### config.mk
export PLATFORM = sky130hd
export DESIGN_NAME = e3tx_frame_mux
export DESIGN_NICKNAME = d
export VERILOG_FILES = /design/src/core/e3tx_pkg.sv /design/src/core/e3tx_bip8.sv /design/src/core/e3tx_frame_mux.sv
export VERILOG_INCLUDE_DIRS = /design/src /design/src/core
export SDC_FILE = /design/constraint.sdc
export NUM_CORES = 1
export LEC_CHECK = 0
export BUFFER_PORTS_ARGS = -buffer_cell sky130_fd_sc_hd__buf_2
export CELL_PAD_IN_SITES_DETAIL_PLACEMENT = 0
export CELL_PAD_IN_SITES_GLOBAL_PLACEMENT = 1
export CORE_ASPECT_RATIO = 1.25
export CORE_UTILIZATION = 39
export CTS_BUF_LIST = sky130_fd_sc_hd__clkbuf_4
export CTS_CLUSTER_SIZE = 24
export DETAILED_ROUTE_END_ITERATION = 10
export PLACE_DENSITY_LB_ADDON = 0.2
export SYNTH_ARGS = -nofsm -noshare
export SYNTH_HDL_FRONTEND = slang
export SYNTH_SLANG_ARGS = --single-unit
### constraint.sdc
create_clock -name aclk -period 5.7 [get_ports aclk]
set_input_delay 0.57 -clock aclk [delete_from_list [all_inputs] [get_ports aclk]]
set_output_delay 0.57 -clock aclk [all_outputs]
set_load 0.02 [all_outputs]
### src/core/e3tx_map.svh
// Register offsets, field positions, reset values and frame constants
// for the transmit E3 frame assembler.
// Assumes inclusion by bare name from core/ files.
`ifndef E3TX_MAP_SVH
`define E3TX_MAP_SVH

// Register indices; byte address is four times the index
`define E3TX_IDX_ALARM_CFG 8'h30
`define E3TX_IDX_MA_BYTE 8'h36
`define E3TX_IDX_STATUS 8'h40
`define E3TX_ADDR_W 12

// Alarm configuration fields
`define E3TX_CFG_AUTO_RI 0
`define E3TX_CFG_LOS 1
`define E3TX_CFG_AIS 2
`define E3TX_CFG_DL_NR 4
`define E3TX_CFG_WMASK 8'h17
`define E3TX_CFG_RESET 8'h00

// Maintenance byte fields
`define E3TX_MA_REMOTE_FAILURE_FLAG 7
`define E3TX_MA_REMOTE_BLOCK_ERROR_FLAG 6
`define E3TX_MA_RESET 8'h10

// Status fields
`define E3TX_ST_UNDERRUN 0
`define E3TX_ST_MODE_LO 1
`define E3TX_ST_MODE_HI 2

// Frame layout and fixed bytes
`define E3TX_ROWS 9
`define E3TX_ROW_LEN 60
`define E3TX_FA1 8'hF6
`define E3TX_FA2 8'h28
`define E3TX_OH_IDLE 8'h00
`define E3TX_AIS_BYTE 8'hFF
`define E3TX_LOS_BYTE 8'h00

// AXI responses
`define E3TX_RESP_OKAY 2'b00
`define E3TX_RESP_SLVERR 2'b10

`endif

### src/core/e3tx_pkg.sv
// Types shared by the transmit E3 frame assembler.
// Assumes nothing of its surroundings.
package e3tx_pkg;

  // Kind of byte slot in the outbound frame
  typedef enum logic [2:0] {
    E3TX_SLOT_FA1,
    E3TX_SLOT_FA2,
    E3TX_SLOT_EM,
    E3TX_SLOT_TR,
    E3TX_SLOT_MA,
    E3TX_SLOT_NR,
    E3TX_SLOT_GC,
    E3TX_SLOT_PAYLOAD
  } e3tx_slot_e;

  // Outbound traffic mode
  typedef enum logic [1:0] {
    E3TX_MODE_NORMAL,
    E3TX_MODE_AIS,
    E3TX_MODE_LOS
  } e3tx_mode_e;

endpackage

### src/core/e3tx_bip8.sv
// Bit-interleaved parity over one frame of bytes.
// Assumes frame_start marks the first byte of each frame on aclk.
`timescale 1ns/1ps
module e3tx_bip8 #(
  parameter int WIDTH = 8
) (
  // Clock and reset
  input wire logic aclk,
  input wire logic aresetn,
  // Byte stream
  input wire logic byte_en,
  input wire logic frame_start,
  input wire logic [WIDTH-1:0] byte_in,
  // Parity of the previous frame
  output logic [WIDTH-1:0] parity
);

  logic [WIDTH-1:0] acc;
  logic [WIDTH-1:0] next_acc;
  logic [WIDTH-1:0] next_parity;

  always_comb begin
    next_acc = acc;
    next_parity = parity;
    if (byte_en && frame_start) begin
      next_parity = acc;
      next_acc = byte_in;
    end else if (byte_en) begin
      next_acc = acc ^ byte_in;
    end
  end

  always_ff @(posedge aclk) begin
    if (!aresetn) begin
      acc <= '0;
      parity <= '0;
    end else begin
      acc <= next_acc;
      parity <= next_parity;
    end
  end

endmodule

### src/core/e3tx_frame_mux.sv
// Transmit E3 frame assembler: merges payload, overhead, data-link and
// internal bytes into outbound frames, one byte per clock.
// Assumes payload, overhead, HDLC and receiver inputs share aclk.
`timescale 1ns/1ps
`include "e3tx_map.svh"
module e3tx_frame_mux
  import e3tx_pkg::*;
#(
  parameter int ROWS = `E3TX_ROWS,
  parameter int ROW_LEN = `E3TX_ROW_LEN
) (
  // Clock and reset
  input wire logic aclk,
  input wire logic aresetn,
  // AXI4-Lite write address
  input wire logic [`E3TX_ADDR_W-1:0] s_axi_awaddr,
  input wire logic s_axi_awvalid,
  output logic s_axi_awready,
  // AXI4-Lite write data
  input wire logic [31:0] s_axi_wdata,
  input wire logic [3:0] s_axi_wstrb,
  input wire logic s_axi_wvalid,
  output logic s_axi_wready,
  // AXI4-Lite write response
  output logic [1:0] s_axi_bresp,
  output logic s_axi_bvalid,
  input wire logic s_axi_bready,
  // AXI4-Lite read address
  input wire logic [`E3TX_ADDR_W-1:0] s_axi_araddr,
  input wire logic s_axi_arvalid,
  output logic s_axi_arready,
  // AXI4-Lite read data
  output logic [31:0] s_axi_rdata,
  output logic [1:0] s_axi_rresp,
  output logic s_axi_rvalid,
  input wire logic s_axi_rready,
  // Payload input
  input wire logic [7:0] pl_data,
  input wire logic pl_valid,
  output logic pl_ready,
  // Overhead input
  input wire logic oh_active,
  input wire logic [7:0] oh_data,
  input wire logic oh_valid,
  output logic oh_ready,
  output logic [2:0] oh_slot,
  // HDLC controller
  input wire logic hdlc_enable,
  input wire logic [7:0] hdlc_data,
  input wire logic hdlc_valid,
  output logic hdlc_ready,
  // Receiver status of the same channel
  input wire logic rx_los,
  input wire logic rx_ais,
  input wire logic rx_lof,
  input wire logic rx_bip_err,
  // Line port
  output logic [7:0] line_data,
  output logic line_valid,
  output logic line_frame_start
);

  if (ROWS < 7 || ROWS > 255) begin : g_rows_chk
    $error("ROWS must lie between 7 and 255");
  end
  if (ROW_LEN < 2 || ROW_LEN > 255) begin : g_len_chk
    $error("ROW_LEN must lie between 2 and 255");
  end

  localparam logic [7:0] LAST_ROW = 8'(ROWS - 1);
  localparam logic [7:0] LAST_COL = 8'(ROW_LEN - 1);

  // Slot of a byte position: column 0 of rows 0..6 holds overhead
  function automatic e3tx_slot_e slot_of(input logic [7:0] r,
                                         input logic [7:0] c);
    e3tx_slot_e s;
    s = E3TX_SLOT_PAYLOAD;
    if (c == 8'h00 && r < 8'h07) begin
      s = e3tx_slot_e'(r[2:0]);
    end
    return s;
  endfunction

  // Register state
  logic [7:0] alarm_cfg;
  logic [7:0] ma_reg;
  logic underrun;
  logic [7:0] next_alarm_cfg;
  logic [7:0] next_ma_reg;
  logic next_underrun;

  // Bus state
  logic next_awready;
  logic next_wready;
  logic next_bvalid;
  logic [1:0] next_bresp;
  logic next_arready;
  logic next_rvalid;
  logic [1:0] next_rresp;
  logic [31:0] next_rdata;

  // Frame state
  logic [7:0] row;
  logic [7:0] col;
  logic [7:0] next_row;
  logic [7:0] next_col;
  logic bip_seen;
  logic next_bip_seen;
  logic next_pl_ready;
  logic next_oh_ready;
  logic [2:0] next_oh_slot;
  logic next_hdlc_ready;
  logic [7:0] next_line_data;
  logic next_line_frame_start;
  e3tx_slot_e slot;
  e3tx_slot_e next_slot;
  e3tx_mode_e mode;
  logic [7:0] frame_byte;
  logic [7:0] em_parity;
  logic next_dl_slot;
  logic remote_failure_flag;
  logic remote_block_error_flag;

  // Register bus
  logic wr_go;
  logic rd_go;
  logic [`E3TX_ADDR_W-1:0] ma_addr;
  logic [`E3TX_ADDR_W-1:0] cfg_addr;
  logic [`E3TX_ADDR_W-1:0] st_addr;
  logic [7:0] status;

  assign cfg_addr = `E3TX_ADDR_W'({`E3TX_IDX_ALARM_CFG, 2'b00});
  assign ma_addr = `E3TX_ADDR_W'({`E3TX_IDX_MA_BYTE, 2'b00});
  assign st_addr = `E3TX_ADDR_W'({`E3TX_IDX_STATUS, 2'b00});
  assign wr_go = s_axi_awready && s_axi_awvalid && s_axi_wvalid;
  assign rd_go = s_axi_arready && s_axi_arvalid;

  // Traffic mode, signal loss first
  always_comb begin
    if (alarm_cfg[`E3TX_CFG_LOS]) begin
      mode = E3TX_MODE_LOS;
    end else if (alarm_cfg[`E3TX_CFG_AIS]) begin
      mode = E3TX_MODE_AIS;
    end else begin
      mode = E3TX_MODE_NORMAL;
    end
  end

  always_comb begin
    status = 8'h00;
    status[`E3TX_ST_UNDERRUN] = underrun;
    status[`E3TX_ST_MODE_HI:`E3TX_ST_MODE_LO] = mode;
  end

  always_comb begin
    next_awready = 1'b0;
    next_wready = 1'b0;
    next_bvalid = s_axi_bvalid && !s_axi_bready;
    next_bresp = s_axi_bresp;
    next_arready = 1'b0;
    next_rvalid = s_axi_rvalid && !s_axi_rready;
    next_rresp = s_axi_rresp;
    next_rdata = s_axi_rdata;
    next_alarm_cfg = alarm_cfg;
    next_ma_reg = ma_reg;
    // Both channels taken together once both are offered
    if (s_axi_awvalid && s_axi_wvalid && !s_axi_awready && !s_axi_bvalid) begin
      next_awready = 1'b1;
      next_wready = 1'b1;
    end
    if (wr_go) begin
      next_bvalid = 1'b1;
      next_bresp = `E3TX_RESP_OKAY;
      if (s_axi_awaddr == cfg_addr) begin
        if (s_axi_wstrb[0]) begin
          next_alarm_cfg = s_axi_wdata[7:0] & `E3TX_CFG_WMASK;
        end
      end else if (s_axi_awaddr == ma_addr) begin
        if (s_axi_wstrb[0]) begin
          next_ma_reg = s_axi_wdata[7:0];
        end
      end else if (s_axi_awaddr != st_addr) begin
        next_bresp = `E3TX_RESP_SLVERR;
      end
    end
    if (s_axi_arvalid && !s_axi_arready && !s_axi_rvalid) begin
      next_arready = 1'b1;
    end
    if (rd_go) begin
      next_rvalid = 1'b1;
      next_rresp = `E3TX_RESP_OKAY;
      if (s_axi_araddr == cfg_addr) begin
        next_rdata = {24'h000000, alarm_cfg};
      end else if (s_axi_araddr == ma_addr) begin
        next_rdata = {24'h000000, ma_reg};
      end else if (s_axi_araddr == st_addr) begin
        next_rdata = {24'h000000, status};
      end else begin
        next_rdata = 32'h00000000;
        next_rresp = `E3TX_RESP_SLVERR;
      end
    end
  end

  always_ff @(posedge aclk) begin
    if (!aresetn) begin
      s_axi_awready <= 1'b0;
      s_axi_wready <= 1'b0;
      s_axi_bvalid <= 1'b0;
      s_axi_bresp <= `E3TX_RESP_OKAY;
      s_axi_arready <= 1'b0;
      s_axi_rvalid <= 1'b0;
      s_axi_rresp <= `E3TX_RESP_OKAY;
      s_axi_rdata <= 32'h00000000;
      alarm_cfg <= `E3TX_CFG_RESET;
      ma_reg <= `E3TX_MA_RESET;
    end else begin
      s_axi_awready <= next_awready;
      s_axi_wready <= next_wready;
      s_axi_bvalid <= next_bvalid;
      s_axi_bresp <= next_bresp;
      s_axi_arready <= next_arready;
      s_axi_rvalid <= next_rvalid;
      s_axi_rresp <= next_rresp;
      s_axi_rdata <= next_rdata;
      alarm_cfg <= next_alarm_cfg;
      ma_reg <= next_ma_reg;
    end
  end

  // Frame position
  assign slot = slot_of(row, col);

  always_comb begin
    next_row = row;
    next_col = col + 8'h01;
    if (col == LAST_COL) begin
      next_col = 8'h00;
      next_row = (row == LAST_ROW) ? 8'h00 : row + 8'h01;
    end
  end

  assign next_slot = slot_of(next_row, next_col);
  assign next_dl_slot = alarm_cfg[`E3TX_CFG_DL_NR] ?
    (next_slot == E3TX_SLOT_NR) : (next_slot == E3TX_SLOT_GC);

  // Remote indicators
  assign remote_failure_flag = alarm_cfg[`E3TX_CFG_AUTO_RI] ?
    (rx_los || rx_ais || rx_lof) : ma_reg[`E3TX_MA_REMOTE_FAILURE_FLAG];
  assign remote_block_error_flag = alarm_cfg[`E3TX_CFG_AUTO_RI] ?
    bip_seen : ma_reg[`E3TX_MA_REMOTE_BLOCK_ERROR_FLAG];

  e3tx_bip8 #(
    .WIDTH(8)
  ) u_bip8 (
    .aclk(aclk),
    .aresetn(aresetn),
    .byte_en(1'b1),
    .frame_start(row == 8'h00 && col == 8'h00),
    .byte_in(frame_byte),
    .parity(em_parity)
  );

  // Byte selection for the current slot
  always_comb begin
    frame_byte = `E3TX_OH_IDLE;
    case (slot)
      E3TX_SLOT_FA1: frame_byte = `E3TX_FA1;
      E3TX_SLOT_FA2: frame_byte = `E3TX_FA2;
      E3TX_SLOT_EM: frame_byte = em_parity;
      E3TX_SLOT_MA: begin
        frame_byte = {remote_failure_flag, remote_block_error_flag, ma_reg[5:0]};
        if (oh_ready && oh_valid && oh_active) begin
          frame_byte = {remote_failure_flag, remote_block_error_flag, oh_data[5:0]};
        end
      end
      E3TX_SLOT_TR, E3TX_SLOT_NR, E3TX_SLOT_GC: begin
        if (hdlc_ready && hdlc_valid) begin
          frame_byte = hdlc_data;
        end else if (oh_ready && oh_valid && oh_active) begin
          frame_byte = oh_data;
        end
      end
      E3TX_SLOT_PAYLOAD: begin
        frame_byte = (pl_ready && pl_valid) ? pl_data : 8'h00;
      end
      default: frame_byte = `E3TX_OH_IDLE;
    endcase
  end

  always_comb begin
    next_bip_seen = bip_seen;
    if (slot == E3TX_SLOT_MA) begin
      next_bip_seen = 1'b0;
    end
    if (rx_bip_err) begin
      next_bip_seen = 1'b1;
    end
    next_underrun = underrun;
    if (wr_go && s_axi_awaddr == st_addr && s_axi_wstrb[0] &&
        s_axi_wdata[`E3TX_ST_UNDERRUN]) begin
      next_underrun = 1'b0;
    end
    if (pl_ready && !pl_valid) begin
      next_underrun = 1'b1;
    end
    next_pl_ready = (next_slot == E3TX_SLOT_PAYLOAD);
    next_oh_ready = oh_active &&
      (next_slot == E3TX_SLOT_MA || next_slot == E3TX_SLOT_TR ||
       next_slot == E3TX_SLOT_NR || next_slot == E3TX_SLOT_GC);
    next_oh_slot = next_slot;
    next_hdlc_ready = hdlc_enable && next_dl_slot;
    if (next_hdlc_ready) begin
      next_oh_ready = 1'b0;
    end
    case (mode)
      E3TX_MODE_LOS: next_line_data = `E3TX_LOS_BYTE;
      E3TX_MODE_AIS: next_line_data = `E3TX_AIS_BYTE;
      E3TX_MODE_NORMAL: next_line_data = frame_byte;
      default: next_line_data = frame_byte;
    endcase
    next_line_frame_start = (row == 8'h00 && col == 8'h00);
  end

  always_ff @(posedge aclk) begin
    if (!aresetn) begin
      row <= 8'h00;
      col <= 8'h00;
      bip_seen <= 1'b0;
      underrun <= 1'b0;
      pl_ready <= 1'b0;
      oh_ready <= 1'b0;
      oh_slot <= 3'h0;
      hdlc_ready <= 1'b0;
      line_data <= 8'h00;
      line_valid <= 1'b0;
      line_frame_start <= 1'b0;
    end else begin
      row <= next_row;
      col <= next_col;
      bip_seen <= next_bip_seen;
      underrun <= next_underrun;
      pl_ready <= next_pl_ready;
      oh_ready <= next_oh_ready;
      oh_slot <= next_oh_slot;
      hdlc_ready <= next_hdlc_ready;
      line_data <= next_line_data;
      line_valid <= 1'b1;
      line_frame_start <= next_line_frame_start;
    end
  end

endmodule

==> flow_metrics.py <==
metrics = {
    "run_status": {
        "status": "completed",
    },
    "routing": {
        "drc": 0,
        "wl_per_cell_um": 15.0,
        "antenna_left": 0,
        "dr.pass1.iters": 4,
        "via_per_inst": 5.22,
        "drtIter0Drc": 129,
        "vias": 3622,
        "drt_wl_total_mm": 10.4,
    },
    "power": {
        "ir_worst_vdd_mv": 0.123,
        "power.leakage_nw": 1.97,
        "p_per_area_nw_per_um2": 238,
    },
    "synth": {
        "syn_avg_cell_area_um2": 8.67,
        "syn_area_um2": 4090,
        "syn_inst": 472,
        "synth-async-reset-ratio": 0,
        "synth.distinct_cells": 63,
        "synthFlopType": "dfxtp_1",
        "yosys_register_bits": 76,
        "synth_edf_count": 0,
        "seq_area_frac_synth": 0.372,
        "ys_warn_count": 0,
    },
    "sta": {
        "rsz0062_at_grt": "no",
        "report.final.slew_viol_count": 0,
        "worst_clock_skew_ns": 0.0162,
        "max_clock_freq_ghz": 0.391,
        "finalHoldViolCount": 0,
        "fin_tns_setup_ns": 0,
        "relSlewSlack": 0.406,
        "fin_ws_ns": 3.15,
        "min_period_over_period": 0.448,
        "tightest_slew_ns": 0.888,
        "fin_crit_ns": 2.56,
        "setup_viol": 0,
    },
    "clocking": {
        "cts_tree": "yes",
        "path_clk_slew_ns": 0.13,
        "post_cts_buffers": 0,
        "clock_latency_ns": 0.46,
        "cts_buffers": 9,
        "h-tree-depth": 3,
        "clockRootBuffer": "clkbuf_4",
        "cts.path.max_buffers": 2,
        "cts_resized": 0,
        "clock_sinks": 76,
        "hold_buffers": 0,
    },
    "die": {
        "core_um2": 10200,
        "core.rowCount": 41,
        "io_pins": 157,
        "die_height_um": 116,
        "die-area_um2": 10900,
        "fp.dieW_um": 93.6,
        "start_util": 0.403,
    },
    "job": {
        "cap_violations": 0,
    },
    "placement": {
        "dp_hpwl_mm": 7.90,
        "dpl_worst_slack_ns": 3.14,
        "io_buffer_count": 103,
        "gp_congestion": 0.819,
    },
    "global_routing": {
        "grt_usage": 0.204,
        "grt_pass1_vias": 3446,
        "grt_busiest_layer": "met2",
        "grt_util_met2": 0.350,
        "antenna_found_initial": 0,
        "grt_pass1_wl_mm": 17.1,
        "grt-ovfl-total": 0,
        "grt_util_met3": 0.0521,
        "grt_max_degree": 75,
        "met1_usage": 0.242,
    },
    "layout": {
        "nets": 664,
        "num_antenna_cells": 0,
        "fillers": 1052,
        "drive_gt1_frac": 0.241,
        "area_growth_pct": 15.4,
    },
    "setup_path": {
        "cpMaxStageDelayCell": "nand3_1",
        "cp.arrival_ns": 2.88,
        "crit_buf_inv": 1,
        "critical_path.cell_chain": "clkinv_1, ha_1, nor2b_1, nand3_1, nand2_1, nand2_1, o21ai_0",
        "setup.worst_path.class": "reg2reg",
        "critPathMostFrequentCell": "nand2_1",
        "cp_max_fo": 24,
        "start_kind": "flop",
        "rrSetupSlack_ns": 3.15,
        "cpPeakStageDelay_ns": 0.70,
        "end_kind": "flop",
        "crit_required_ns": 6.03,
        "path_delay_family": "simple AND/OR/NAND/NOR gates",
    },
    "min_path": {
        "hp-class": "in2reg",
    },
}
## routing by layer
metal	up-vias	wire length, um
met5	-	0
met3	16	624
li1	1825	-
met1	1675	4410
met2	106	5190
met4	0	207
## where the power goes
| group | internal (mW) | leakage, nW | switching, mW |
|---|---|---|---|
| clock network | 0.180 | 0.0869 | 0.208 |
| registers | 0.557 | 0.621 | 0.0134 |
| logic | 0.0629 | 1.26 | 0.103 |
## cell usage in the layout, fill, tap and decap left out, types with 3 or more instances in the layout
master       n
mux2i_1     27
nand3_1     31
nor4_1       8
inv_1        4
a21oi_1     13
a21boi_0    15
and2_1       5
a21boi_1     3
nand2b_1     5
o21ai_0     11
and3_1       9
conb_1      26
a2111oi_2    3
o21a_1       7
buf_2      103
nor3_1      11
a2111oi_0    4
nor2b_1     26
o211a_1      4
o22ai_1      3
o2111a_1     4
clkbuf_4     9
xnor2_1      5
ha_1         4
a31oi_1      7
nand2_1     62
dfxtp_1     76
xor2_1       5
nor2_1      18
or3_1        6
nand4_1      6
## worst reg2reg max path, stage by stage (launching register included)
cell,delay (ns)
dfxtp_1,0.59
clkinv_1,0.36
ha_1,0.30
nor2b_1,0.18
nand3_1,0.70
nand2_1,0.13
nand2_1,0.09
o21ai_0,0.07
## synthesized netlist by cell type, drive strengths merged (7+ instances only)
library cell  number  area share
and3               9       0.014
nor3              13       0.018
o21ai             11       0.013
a31oi              8       0.016
a21oi             13       0.016
dfxtp             76        0.37
nand3             32       0.040
nor4              10       0.023
mux2i             27       0.066
a2111oi            7       0.020
clkbuf            17       0.016
nand2             63       0.058
nand4              7       0.012
nor2              19       0.019
a21boi            19       0.036
buf               35       0.061
nor2b             26       0.040
o21a               7       0.013
## cells by family after synthesis
kind of cell,synth area share
flops,0.372
compound gates,0.166
mux,0.0661
fa+ha+maj,0.0122
xor+xnor,0.0214
buf+inv,0.0811
other cells,0.000917
simple gates,0.280
## final timing paths
path	from	endpoint	cells past startpoint
worst max-delay path	row[1]$_SDFF_PN0_	u_bip8.acc[2]$_SDFF_PN0_	7
worst min-delay path	s_axi_wdata[4]	ma_reg[4]$_SDFFE_PN1P_	3
worst max register to register	row[1]$_SDFF_PN0_	u_bip8.acc[2]$_SDFF_PN0_	7
worst min register to register	s_axi_wready$_SDFF_PN0_	s_axi_wready$_SDFF_PN0_	1
## layout make-up
cell class,instances,area (um^2),share of cell area
Inverter,5,18.8,0.00397
Clock inverter,7,98.8,0.0209
Clock buffer,9,67.6,0.0143
Multi-Input combinational cell,364,2330,0.494
Timing Repair Buffer,104,523,0.111
Tap cell,129,161,0.0342
Sequential cell,76,1520,0.322
## stage by stage
step                hold WS, ns  power [mW]  area [um^2]  instances   util
CTS                       0.312        1.14         4720        694  0.465
detailed placement        0.440       0.749         4560        678  0.449
floorplan                 0.430       0.702         4180        497      -
global route              0.335        1.18         4720        694  0.465
global placement          0.430       0.746         4560        678  0.449
finish                    0.339        1.12         4720        694  0.465
Power figures use the tool's default switching activity.
